[src/verilog/cmc_params.svh]
// constants for the comparator control logic: field positions and resets
// assumes an 8-bit register image for each control register
`ifndef CMC_PARAMS_SVH
`define CMC_PARAMS_SVH

// primary control register field positions
`define CMC_PRI_ON_BIT 7
`define CMC_PRI_RESULT_BIT 6
`define CMC_PRI_INVERT_BIT 4
`define CMC_PRI_HYST_BIT 1
`define CMC_PRI_SYNC_BIT 0
`define CMC_PRI_WMASK 8'h93
`define CMC_PRI_RESET 8'h00

// secondary control register field positions
`define CMC_SEC_RISE_BIT 7
`define CMC_SEC_FALL_BIT 6
`define CMC_SEC_PSEL_LSB 3
`define CMC_SEC_NSEL_LSB 0
`define CMC_SEC_WMASK 8'hff
`define CMC_SEC_RESET 8'h00

// selection field width
`define CMC_SEL_W 3

`endif

[src/verilog/cmc_pkg.sv]
// types shared by the comparator control logic
// assumes cmc_params.svh is in the include path
package cmc_pkg;
   typedef logic [7:0] cmc_reg_t;
   typedef logic [2:0] cmc_sel_t;
   typedef enum logic [1:0] {
      CMC_EDGE_NONE,
      CMC_EDGE_RISE,
      CMC_EDGE_FALL
   } cmc_edge_t;
endpackage : cmc_pkg

[src/verilog/cmc_top.sv]
// comparator control and output logic: two control registers, result
// latch, polarity, edge flag and pin routing
// assumes the analog core gives a raw decision (1 = negative below
// positive) and a one-cycle instruction strobe from the core clock
// limitation: the pin copy passes one output flop, so it trails the
// live decision by one clock but never waits for the strobe
//
// Operation
// The block holds a primary and a secondary control register.
// The secondary register has separate rising and falling edge enables.
// The secondary register selects the positive and negative sources.
// With comparator_on clear the analog core is disabled at least current.
// The result reads in cmp_result_bit and in cmp_result_mirror.
// The result can be routed to a pin whose pin_direction software clears.
// The internal result latches each instruction cycle; the pin is unlatched. With the sync bit set the code latches only when timer_sync_in is high.
// The result is 1 when negative is below positive, inverted by the bit.
// An enabled rising or falling edge of the latched result sets a flag.
`timescale 1ns/1ps
`include "cmc_params.svh"
module cmc_top (
   // clock, reset and freeze
   input wire logic sys_clk_in,
   input wire logic arst_n_in,
   input wire logic clk_en_in,
   // register writes from the core
   input wire logic pri_wr_in,
   input wire cmc_pkg::cmc_reg_t pri_wdata_in,
   input wire logic sec_wr_in,
   input wire cmc_pkg::cmc_reg_t sec_wdata_in,
   input wire logic flag_clr_in,
   // analog core and timing
   input wire logic analog_decision_in,
   input wire logic instr_cycle_in,
   input wire logic timer_sync_in,
   input wire logic pin_route_select_in,
   // register images
   output cmc_pkg::cmc_reg_t cmp_ctrl_primary_out,
   output cmc_pkg::cmc_reg_t cmp_ctrl_secondary_out,
   output logic cmp_result_mirror_out,
   output logic cmp_int_flag_out,
   // analog core controls
   output logic comparator_on_out,
   output logic hyst_en_out,
   output cmc_pkg::cmc_sel_t positive_input_out,
   output cmc_pkg::cmc_sel_t negative_input_out,
   // routed pin
   output logic pin_data_out
);
   import cmc_pkg::*;

   // control register group
   cmc_reg_t pri_r;
   cmc_reg_t pri_nxt;
   cmc_reg_t sec_r;
   cmc_reg_t sec_nxt;
   // result latch group
   logic result_r;
   logic result_nxt;
   // edge flag group
   logic flag_r;
   logic flag_nxt;
   // routed pin group
   logic pin_r;
   logic pin_nxt;
   // live terms shared by the groups
   logic polar;
   logic sample;
   logic armed;
   cmc_edge_t edge_ev;

   // apply the write mask so read-only bits keep hardware values
   function automatic cmc_reg_t merge(input cmc_reg_t old_v,
                                      input cmc_reg_t new_v,
                                      input cmc_reg_t mask);
      merge = (old_v & ~mask) | (new_v & mask);
   endfunction : merge

   // one select field of the secondary image; both selects share it
   // so the two fields cannot drift apart in width; each passes its own lsb
   function automatic cmc_sel_t sel_field(input cmc_reg_t img,
                                          input int lsb);
      sel_field = img[lsb +: `CMC_SEL_W];
   endfunction : sel_field

   // decision seen through the polarity bit; a core that is off reads 0
   function automatic logic apply_polarity(input logic on,
                                           input logic inv,
                                           input logic dec);
      apply_polarity = on & (dec ^ inv);
   endfunction : apply_polarity

   // an edge counts only when its own enable is set; the spare enum
   // code can only come from a fault, so it never raises the flag
   function automatic logic edge_armed(input cmc_edge_t ev,
                                       input cmc_reg_t img);
      edge_armed = 1'b0;
      unique case (ev)
         CMC_EDGE_NONE: edge_armed = 1'b0;
         CMC_EDGE_RISE: edge_armed = img[`CMC_SEC_RISE_BIT];
         CMC_EDGE_FALL: edge_armed = img[`CMC_SEC_FALL_BIT];
         default: edge_armed = 1'b0;
      endcase
   endfunction : edge_armed

   // live decision, sample strobe and edge arming
   // timer sync narrows the strobe rather than delaying the data
   always_comb begin
      polar = apply_polarity(pri_r[`CMC_PRI_ON_BIT],
                             pri_r[`CMC_PRI_INVERT_BIT],
                             analog_decision_in);
      sample = instr_cycle_in;
      if (pri_r[`CMC_PRI_SYNC_BIT]) begin
         sample = instr_cycle_in & timer_sync_in;
      end
      armed = edge_armed(edge_ev, sec_r);
   end

   // control registers next values
   always_comb begin
      pri_nxt = pri_r;
      sec_nxt = sec_r;
      if (pri_wr_in) begin
         pri_nxt = merge(pri_r, pri_wdata_in, `CMC_PRI_WMASK);
      end
      if (sec_wr_in) begin
         sec_nxt = merge(sec_r, sec_wdata_in, `CMC_SEC_WMASK);
      end
      // status bit tracks the latch, never the write data
      pri_nxt[`CMC_PRI_RESULT_BIT] = result_nxt;
   end

   // control registers; frozen while the clock enable is low
   always_ff @(posedge sys_clk_in or negedge arst_n_in) begin
      if (!arst_n_in) begin
         pri_r <= `CMC_PRI_RESET;
         sec_r <= `CMC_SEC_RESET;
      end else if (clk_en_in) begin
         pri_r <= pri_nxt;
         sec_r <= sec_nxt;
      end
   end

   // result latch next value: only the strobe moves it, so two reads
   // inside one instruction cycle always agree
   always_comb begin
      result_nxt = result_r;
      if (sample) begin
         result_nxt = polar;
      end
   end

   // result latch register; the edge detector keeps its own copy so
   // the flag path needs no tap on this flop
   always_ff @(posedge sys_clk_in or negedge arst_n_in) begin
      if (!arst_n_in) begin
         result_r <= 1'b0;
      end else if (clk_en_in) begin
         result_r <= result_nxt;
      end
   end

   // edge flag next value: set beats clear so an edge landing on the
   // clearing write is not lost
   always_comb begin
      flag_nxt = flag_r;
      if (flag_clr_in) begin
         flag_nxt = 1'b0;
      end
      if (armed) begin
         flag_nxt = 1'b1;
      end
   end

   // edge flag register
   always_ff @(posedge sys_clk_in or negedge arst_n_in) begin
      if (!arst_n_in) begin
         flag_r <= 1'b0;
      end else if (clk_en_in) begin
         flag_r <= flag_nxt;
      end
   end

   // pin follows the unlatched polar value; the single output flop
   // keeps the pin glitch free at the cost of one clock of delay
   always_comb begin
      pin_nxt = 1'b0;
      if (pin_route_select_in) begin
         pin_nxt = polar;
      end
   end

   // routed pin register
   always_ff @(posedge sys_clk_in or negedge arst_n_in) begin
      if (!arst_n_in) begin
         pin_r <= 1'b0;
      end else if (clk_en_in) begin
         pin_r <= pin_nxt;
      end
   end

   // edge detection on the latched result
   cmc_edge_det u_edge (
      .sys_clk_in(sys_clk_in),
      .arst_n_in(arst_n_in),
      .clk_en_in(clk_en_in),
      .sample_in(sample),
      .level_in(polar),
      .edge_out(edge_ev)
   );

   // outputs straight from registers
   assign cmp_ctrl_primary_out = pri_r;
   assign cmp_ctrl_secondary_out = sec_r;
   assign cmp_result_mirror_out = result_r;
   assign cmp_int_flag_out = flag_r;
   assign comparator_on_out = pri_r[`CMC_PRI_ON_BIT];
   assign hyst_en_out = pri_r[`CMC_PRI_HYST_BIT];
   assign positive_input_out =
      sel_field(sec_r, `CMC_SEC_PSEL_LSB);
   assign negative_input_out =
      sel_field(sec_r, `CMC_SEC_NSEL_LSB);
   assign pin_data_out = pin_r;
endmodule : cmc_top

[src/verilog/cmc_edge_det.sv]
// edge detector on the latched comparator result
// assumes the sample strobe is synchronous to sys_clk_in
`timescale 1ns/1ps
module cmc_edge_det (
   // clock and reset
   input wire logic sys_clk_in,
   input wire logic arst_n_in,
   input wire logic clk_en_in,
   // sampled level
   input wire logic sample_in,
   input wire logic level_in,
   // edge report
   output cmc_pkg::cmc_edge_t edge_out
);
   import cmc_pkg::*;

   logic prev_r;
   logic prev_nxt;
   cmc_edge_t edge_r;
   cmc_edge_t edge_nxt;

   // compare each new sample with the previous one
   always_comb begin
      prev_nxt = prev_r;
      edge_nxt = CMC_EDGE_NONE;
      if (sample_in) begin
         prev_nxt = level_in;
         if (level_in && !prev_r) begin
            edge_nxt = CMC_EDGE_RISE;
         end else if (!level_in && prev_r) begin
            edge_nxt = CMC_EDGE_FALL;
         end
      end
   end

   // registers; frozen while the clock enable is low
   always_ff @(posedge sys_clk_in or negedge arst_n_in) begin
      if (!arst_n_in) begin
         prev_r <= 1'b0;
         edge_r <= CMC_EDGE_NONE;
      end else if (clk_en_in) begin
         prev_r <= prev_nxt;
         edge_r <= edge_nxt;
      end
   end

   assign edge_out = edge_r;
endmodule : cmc_edge_det

[config.mk]
export PLATFORM = sky130hd
export DESIGN_NAME = cmc_top
export DESIGN_NICKNAME = d
export VERILOG_FILES = /design/src/verilog/cmc_pkg.sv /design/src/verilog/cmc_top.sv /design/src/verilog/cmc_edge_det.sv
export VERILOG_INCLUDE_DIRS = /design/src /design/src/verilog
export SDC_FILE = /design/constraint.sdc
export NUM_CORES = 1
export LEC_CHECK = 0
export ABC_CLOCK_PERIOD_IN_PS = 1290
export BUFFER_PORTS_ARGS = -buffer_cell sky130_fd_sc_hd__buf_2
export CAP_MARGIN = 20
export CORE_MARGIN = 2
export CORE_UTILIZATION = 40
export DETAILED_ROUTE_END_ITERATION = 16
export GPL_TIMING_DRIVEN = 0
export PLACE_DENSITY_LB_ADDON = 0.25
export SYNTH_ARGS = -nofsm -noshare
export SYNTH_HDL_FRONTEND = slang
export SYNTH_SLANG_ARGS = --single-unit
[constraint.sdc]
create_clock -name sys_clk_in -period 1.29 [get_ports sys_clk_in]
set_clock_uncertainty 0.15 [all_clocks]
set_input_delay 0.129 -clock sys_clk_in [delete_from_list [all_inputs] [get_ports sys_clk_in]]
set_output_delay 0.129 -clock sys_clk_in [all_outputs]
set_load 0.05 [all_outputs]
# Yosys cells after proc, flatten, opt, wreduce, memory -nomap -nowiden
# Index checks and enable logic that the tools add are counted.
totals:
  input_bits: 26
  word_cells: 31
  ff_bits: 21
op_classes:
  n_reduce_logical: 9
  n_bitwise: 4
  n_mux: 9
  eq_ne: 2
ops:
  columns: ["cell", "n"]
  rows:
  - ["$or 7x8->8", 1]
  - ["$reduce_and 2->1", 4]
  - ["$mux 2", 3]
  - ["$mux 1", 5]
  - ["$and 1x1->1", 2]
  - ["$eq 2x1->1 const B", 1]
  - ["$eq 2x2->1 const B", 1]
  - ["$logic_and 1x1->1", 2]
  - ["$logic_not 1->1", 2]
  - ["$pmux 1 s2", 1]
  - ["$reduce_bool 2->1", 1]
  - ["$xor 1x1->1", 1]

# Longest topological paths before layout
# Gate-level depths: netlist (run 1).
depth:
  word_depth: 7
  depth_mapped: 4
  mapped_depth_nobuf: 4

# Cells and area by module
# Synthesis (run 1) repeated with hierarchy kept, for this count alone.
unflattened:
  hier_cells: 70
  area_unflattened_um2: 873.3
modules_own_cells:
  columns: ["mod", "cells_each", "area_each_um2", "instances", "seq_area_each_um2"]
  rows:
  - ["cmc_top", 59, 749.5, 1, 375.4]
  - ["cmc_edge_det", 11, 123.9, 1, 75.1]

# Least setup slack after synthesis (run 1)
# No wires, ideal clock.
synth_timing:
  kind: "reg2reg"
  from: "reg pri_r[4] (netlist: cmp_ctrl_primary_out[4])"
  to: "reg u_edge.edge_r[1] (netlist: u_edge.edge_out[1])"
  setup_slack_ns: -0.187
  arrival_ns: 1.205
  stages_incl_launch_ff: 4
  setup_ns: 0.122
  cell_sequence: "dfrtp_1 xor2_1 nand2_1 a32o_1"
synth_between:
  elab_chain_len: 7
synth_rtl:
  columns: ["item", "line_no", "source"]
  rows:
  - ["start, declared", "cmc_top.sv:52", "cmc_reg_t pri_r;"]
  - ["start signal, assigned", "cmc_top.sv:135", "pri_r <= `CMC_PRI_RESET;"]
  - ["start signal, assigned", "cmc_top.sv:138", "pri_r <= pri_nxt;"]
  - ["$xor 1x1->1 (*)", "cmc_top.sv:89", "apply_polarity = on & (dec ^ inv);"]
  - ["$and 1x1->1 (*)", "cmc_top.sv:89", null]
  - ["$logic_not 1->1", "cmc_edge_det.sv:30", "end else if (!level_in && prev_r) begin"]
  - ["$logic_and 1x1->1", "cmc_edge_det.sv:30", null]
  - ["$mux 2", "cmc_edge_det.sv:30", null]
  - ["$mux 2 (*)", "cmc_edge_det.sv:28", "if (level_in && !prev_r) begin"]
  - ["$mux 2 (*)", "cmc_edge_det.sv:26", "if (sample_in) begin"]
  - ["end signal, assigned", "cmc_edge_det.sv:43", "edge_r <= edge_nxt;"]
  - ["end, declared", "cmc_edge_det.sv:19", "cmc_edge_t edge_r;"]
# Every way passes the cells marked *; elsewhere a longest branch is shown, timed or not.
# A chain may end at the register's enable or synchronous reset.

# Worst setup path after layout (run 1)
layout_timing:
  from: "in clk_en_in"
  to: "reg pri_r[7] (netlist: cmp_ctrl_primary_out[7])"
layout_between:
  elab_chain_len: 1
layout_rtl:
  columns: ["item", "line_no", "source"]
  rows:
  - ["start, declared", "cmc_top.sv:24", "input wire logic clk_en_in,"]
  - ["$reduce_and 2->1 (no source line)", null, null]
# Every way passes these cells.

==> metrics, run 1 <==
worst r2r src=cmp_ctrl_primary_out[7]; row cnt=16; Skew-Pair Late Insertion Delay=0.29 ns; Area growth syn-to-layout=72.7%; CTS tree=built; non-filler cells, final=162; post-synthesis cell area=817 µm²; # setup viols final=0; Startpoint Class=primary input; internal power=1.12 mW; fin. max-slew vios=0; r2r worst-path depth=4; Seq pwr share=0.343; FMAX=0.787 GHz; Combinational Power Share=0.508; global-route wire length before repair=3220 µm; crit end category=flop; reg2reg end=u_edge.edge_out[1]; drt wl/cell=12.1 µm; Syn Inst Count=66; Overflow after GRT=0; vias in the first global route=746; DP Cell Count=139; most common cell after layout, fill and taps aside=buf_2; GRT Overall Usage=0.179; post-route minimum period=1.27 ns; Die Wd=49.2 µm; Hold/Removal Path Class=in -> reg; Switching Share=0.428; R2R setup slack=0.07 ns; total I/O pin count=53; die span in y=49.2 µm; Pwr Density=1390 mW/mm²; WL met2=1090 µm; port buffer count=44; commonest non-fill, non-tap cells in the layout=buf_2, dfrtp_1, dlygate4sd3_1, mux2_2, buf_4; Finished Core Util=0.727; overall via count from detail_route=716; Metal-1 WL=681 µm; Max VDD drop=1.04 mV; final period utilization=0.985; Final Cell Area=0.00141 mm²; max-cap viol count=0; Worst-path clk slew=0.09 ns; crit path max fanout=7; drc violations=0; CORE AREA=0.00194 mm²; initial antenna violation count=0; maximum clock path buffer count=2; first-pass iteration count of the detailed router=4; vias per inst=4.42; diodes inserted=0; top routing layer in use=met4; RSZ-0062 raised after global routing=yes; Distinct cells, synth=18; GPL Wtd Cong=0.692; Sw Pwr=839 µW; Die Area=0.00242 mm²; Yosys reg bits=17; post-synthesis sequential area ratio=0.521; largest net degree at the start of global routing=18; CTS buffer count=3; H-tree depth=1; Final Hold Vio Count=0; Hold Slack=0.0304 ns; critical path class=in -> reg; fraction of layout cells with a size suffix above 1=0.593; routed wire length=1960 µm; Worst Path Arrival=1.31 ns; setup TNS=0 ns; Leak Pwr=0.716 nW; status=finished clean; Clock Tree Root=clkbuf_4; Starting Density=0.421; metal3 WL=150 µm; dpl hpwl=1190 µm; Nets=164; # clock sinks=17; hold depth=4; Ys Warns=0; CP Launch Point=clk_en_in; Worst Path Required=1.33 ns; Avg Inst Size Synth=12.4 µm²; Clk network pwr share=0.148; DR iter-0 viols=4; Cell Area, Placed=0.00108 mm²; post-route ant nets=0; critical path endpoint=cmp_ctrl_primary_out[7]
==> critical path: stages <==
cell	delay (ns)
dlygate4sd3_1	0.53
buf_4	0.18
nand2_2	0.12
mux2_2	0.34
==> cell usage after synthesis (all sizes together) <==
| library cell | n | area, µm² |
|---|---|---|
| dfrtp | 17 | 425 |
| buf | 13 | 97.6 |
| mux2 | 12 | 135 |
| nand2 | 7 | 36.3 |
| inv | 5 | 18.8 |
| ha | 2 | 25.0 |
| a21oi | 1 | 8.76 |
| a22oi | 1 | 7.51 |
| a32o | 1 | 10.0 |
| a41o | 1 | 10.0 |
| conb | 1 | 3.75 |
| mux2i | 1 | 10.0 |
| nor2 | 1 | 3.75 |
| o2bb2ai | 1 | 8.76 |
| o31ai | 1 | 7.51 |
| xor2 | 1 | 8.76 |
==> per-layer routing <==
layer	global-route usage	vias to the layer above
met5	0	-
met4	0.0857	0
met3	0.0583	5
met2	0.327	29
met1	0.180	339
li1	-	343
==> registers in the layout, summed over array words and instances (netlist names) <==
register	flops
cmp_ctrl_primary_out	4
u_edge.prev_r	1
u_edge.edge_out	2
cmp_ctrl_secondary_out	8
pin_data_out	1
cmp_int_flag_out	1
==> area by class of cell <==
type	count	area (µm²)
timing repair buffer	63	487
fill	157	531
sequential	17	427
buffer	13	120
tap	27	33.8
inverter	5	18.8
clock buffer	4	26.3
multi-input combinational	33	299
==> metrics by stage <==
stage | power (mW) | setup WS [ns]
after floorplan | 1.30 | -0.0521
after global placement | 1.47 | 0.0798
after detailed placement | 1.48 | 0.0739
after CTS | 1.87 | 0.00722
after global routing | 2.04 | -0.0152
final | 1.96 | 0.0198
==> repair_timing <==
item	in CTS	in global routing
setup buffers	2	1
pin swaps	0	1
hold buffers	16	0
hold endpoints to repair	31	0
resized for setup	15	19
endpoints found under the setup margin	9	11
==> worst min-delay path by stage <==
stage / from / endpoint / slack [ns]
final: instr_cycle_in / u_edge.prev_r / 0.03
after detailed placement: arst_n_in / cmp_ctrl_primary_out[0] / -0.08
after global routing: instr_cycle_in / u_edge.prev_r / 0.03
after floorplan: arst_n_in / cmp_ctrl_primary_out[0] / -0.32
after global placement: arst_n_in / cmp_ctrl_primary_out[0] / -0.08
after CTS: instr_cycle_in / u_edge.prev_r / 0.03
==> power groups by stage <==
stage / clock [mW] / combinational [mW] / sequential [mW]
floorplan: 0 / 0.375 / 0.923
global placement: 0 / 0.792 / 0.675
detailed placement: 0 / 0.799 / 0.680
CTS: 0.294 / 0.915 / 0.665
global route: 0.319 / 1.04 / 0.686
finish: 0.290 / 0.996 / 0.672
==> cells by family after synthesis <==
family,synth area share
compound gates,0.0643
xor+xnor,0.0107
fa+ha+maj,0.0306
buf+inv,0.142
flops,0.521
mux,0.178
other cells,0.00459
simple gates,0.0490
Power figures use the tool's default switching activity.
==> inputs of run 2 (changes only) <==
ABC_AREA = 1   (was not set)
CORE_UTILIZATION = 41   (was 40)
==> run 2 against run 1 <==
  * Clock power shrank 7.6%
  * Die area rose by 3.2%
  * Sequential cell count stayed put
  * Final cell count grew 26%
  * Via count is 24% higher
  * Sequential share of layout area shrank 0.45 points
  * Global-route usage shrank 0.46 points
  * Synthesized cell count grew 61%
  * Combinational power shrank 18%
  * Critical path type is now reg -> out
  * Largest cell class unchanged
  * First-iteration DRC count grew to 2.8 times the previous value
  * Maximum frequency grew 1.1%
  * Cell area increased by 1.5%
==> metrics, run 2 <==
vias per inst=4.36; top cells by count, synth=nand2_1, dfrtp_1, buf_4, nand3_1, inv_1; drc violations=0; Distinct cells, synth=15; Pwr Density=1210 mW/mm²; Overflow after GRT=0; post-route minimum period=1.26 ns; Yosys reg bits=17; GPL Wtd Cong=0.710; flip-flop count of the largest register after layout=8; fin. max-slew vios=0; r2r worst-path depth=5; post-synthesis sequential area ratio=0.491; row cnt=16; top cell type's share of synthesized area=0.491; # clock sinks=17; DR iter-0 viols=11; FMAX=0.796 GHz; R2R setup slack=0.16 ns; status=finished clean; Startpoint Class=flop; Ys Warns=0; dpl hpwl=1410 µm; overall via count from detail_route=890; CTS tree=built; die span in y=50.0 µm; Hold/Removal Path Class=in -> reg; Area growth syn-to-layout=65.2%; # setup viols final=0; hold endpoint=pin_data_out; most common cell after layout, fill and taps aside=nand2_1; reg2reg end=cmp_int_flag_out; Die Area=0.00250 mm²; crit path max fanout=4; DP Cell Count=178; Area contributors post-synth=dfrtp_1, nand2_1, buf_4; Max VDD drop=0.967 mV; max-cap viol count=0; Leak Pwr=0.815 nW; max incr delay on CP=0.41 ns; drt wl/cell=10.5 µm; initial antenna violation count=0; setup TNS=0 ns; Hold Crit Start=clk_en_in; non-filler cells, final=204; CTS buffer count=3; Clock Tree Root=clkbuf_4; Avg Inst Size Synth=8.18 µm²; final period utilization=0.974; GRT Overall Usage=0.174; post-synthesis cell area=867 µm²; Post-synth EDFFs=0; largest net degree at the start of global routing=18; Nets=206; routed wire length=2140 µm; global-route wire length before repair=3370 µm; Skew-Pair Late Insertion Delay=0.27 ns; hold depth=3; Worst Path Required=1.01 ns; fraction of layout cells with a size suffix above 1=0.401; CORE AREA=0.00198 mm²; Starting Density=0.438; share of synthesized registers carrying an async set or reset=1.00; Worst-path clk slew=0.09 ns; post-route ant nets=0; worst r2r src=u_edge.edge_out[0]; Syn Inst Count=106; diodes inserted=0; Final Total Pwr=1.74 mW; port buffer count=43; crit path cell chain=buf_4 > buf_6; Worst Path Arrival=0.98 ns; maximum clock path buffer count=2; critical path class=reg -> out; total I/O pin count=53; crit end category=output pin; first-pass iteration count of the detailed router=6; Top FF cell, synth=dfrtp_1; Final Hold Vio Count=0; cell with the most instances after synthesis=nand2_1; Die Wd=50.0 µm; vias in the first global route=809; commonest non-fill, non-tap cells in the layout=nand2_1, buf_2, buf_4, dfrtp_1, dlygate4sd3_1; post-synth top area cell=dfrtp_1; RSZ-0062 raised after global routing=yes; H-tree depth=1; slowest CP cell=dfrtp_1
## run 2: cell types whose count changed in the layout (fill, tap and decap cells not counted), moves of 3 or more
cell and delta:
nand2_1 +36, nand3_1 +14, mux2_2 -12, buf_4 +9, buf_8 -4, nor2_1 +3
## run 2: per-stage QoR
step	hold slack (ns)	utilization	cell area (µm²)	worst slack, ns
after floorplan	-0.317	-	876	0.0716
after global placement	-0.0824	0.568	1120	0.196
after detailed placement	-0.0833	0.568	1120	0.167
after CTS	0.00922	0.678	1340	0.00155
after global routing	0.0210	0.723	1430	-0.00756
final	0.00706	0.723	1430	0.0336
## run 2: timing repair
item / CTS / global route
hold buffers: 16 / 0
setup buffers: 2 / 4
endpoints found under the hold margin: 31 / 0
resized for setup: 7 / 20
setup endpoints to repair: 7 / 10
## run 2: worst max path at each step
stage | from | to | slack (ns) | depth (start not counted)
after detailed placement | u_edge.edge_out[0] | cmp_int_flag_out | 0.17 | 5
final | cmp_ctrl_primary_out[7] | cmp_ctrl_primary_out[7] | 0.03 | 2
after CTS | cmp_ctrl_secondary_out[1] | negative_input_out[1] | 0.002 | 2
after global placement | u_edge.edge_out[0] | cmp_int_flag_out | 0.20 | 5
after floorplan | cmp_ctrl_primary_out[7] | cmp_ctrl_primary_out[7] | 0.07 | 1
after global routing | cmp_ctrl_primary_out[7] | cmp_ctrl_primary_out[7] | -0.008 | 2
## run 2: report_power, final
part           switching [mW]  internal, mW  leakage, nW
clock                   0.148         0.120       0.0150
sequential             0.0530         0.594        0.214
combinational           0.518         0.302        0.586
## run 2: critical path, delay by kind of cell, from the launching register on
family / cells / cell delay, ns
buf+inv: 2 / 0.29
flops: 1 / 0.41
## run 2: final cells by class
| cell class | count | area [µm²] |
|---|---|---|
| inverter | 7 | 26.3 |
| sequential | 17 | 427 |
| clock buffer | 4 | 26.3 |
| fill | 153 | 549 |
| buffer | 15 | 118 |
| multi-input combinational | 69 | 313 |
| timing repair buffer | 65 | 489 |
| tap | 27 | 33.8 |
## run 2: logic make-up (layout without fill, tap and decap cells)
logic type               after synthesis  in the layout  share of synthesized area
AND/OR/NAND/NOR                       60             60                      0.283
buffers and inverters                 22             91                      0.157
flip-flops                            17             17                      0.491
AO/OA/AOI/OAI                          4              4                     0.0361
adder cells (fa/ha/maj)                2              2                     0.0289
other                                  1              3                    0.00432
## run 2: per-layer routing
layer	track usage	wire [µm]	up-vias
met4	0.0556	22	0
met1	0.207	834	407
met3	0.0273	82	2
met2	0.316	1200	22
met5	0	0	-
li1	-	-	459
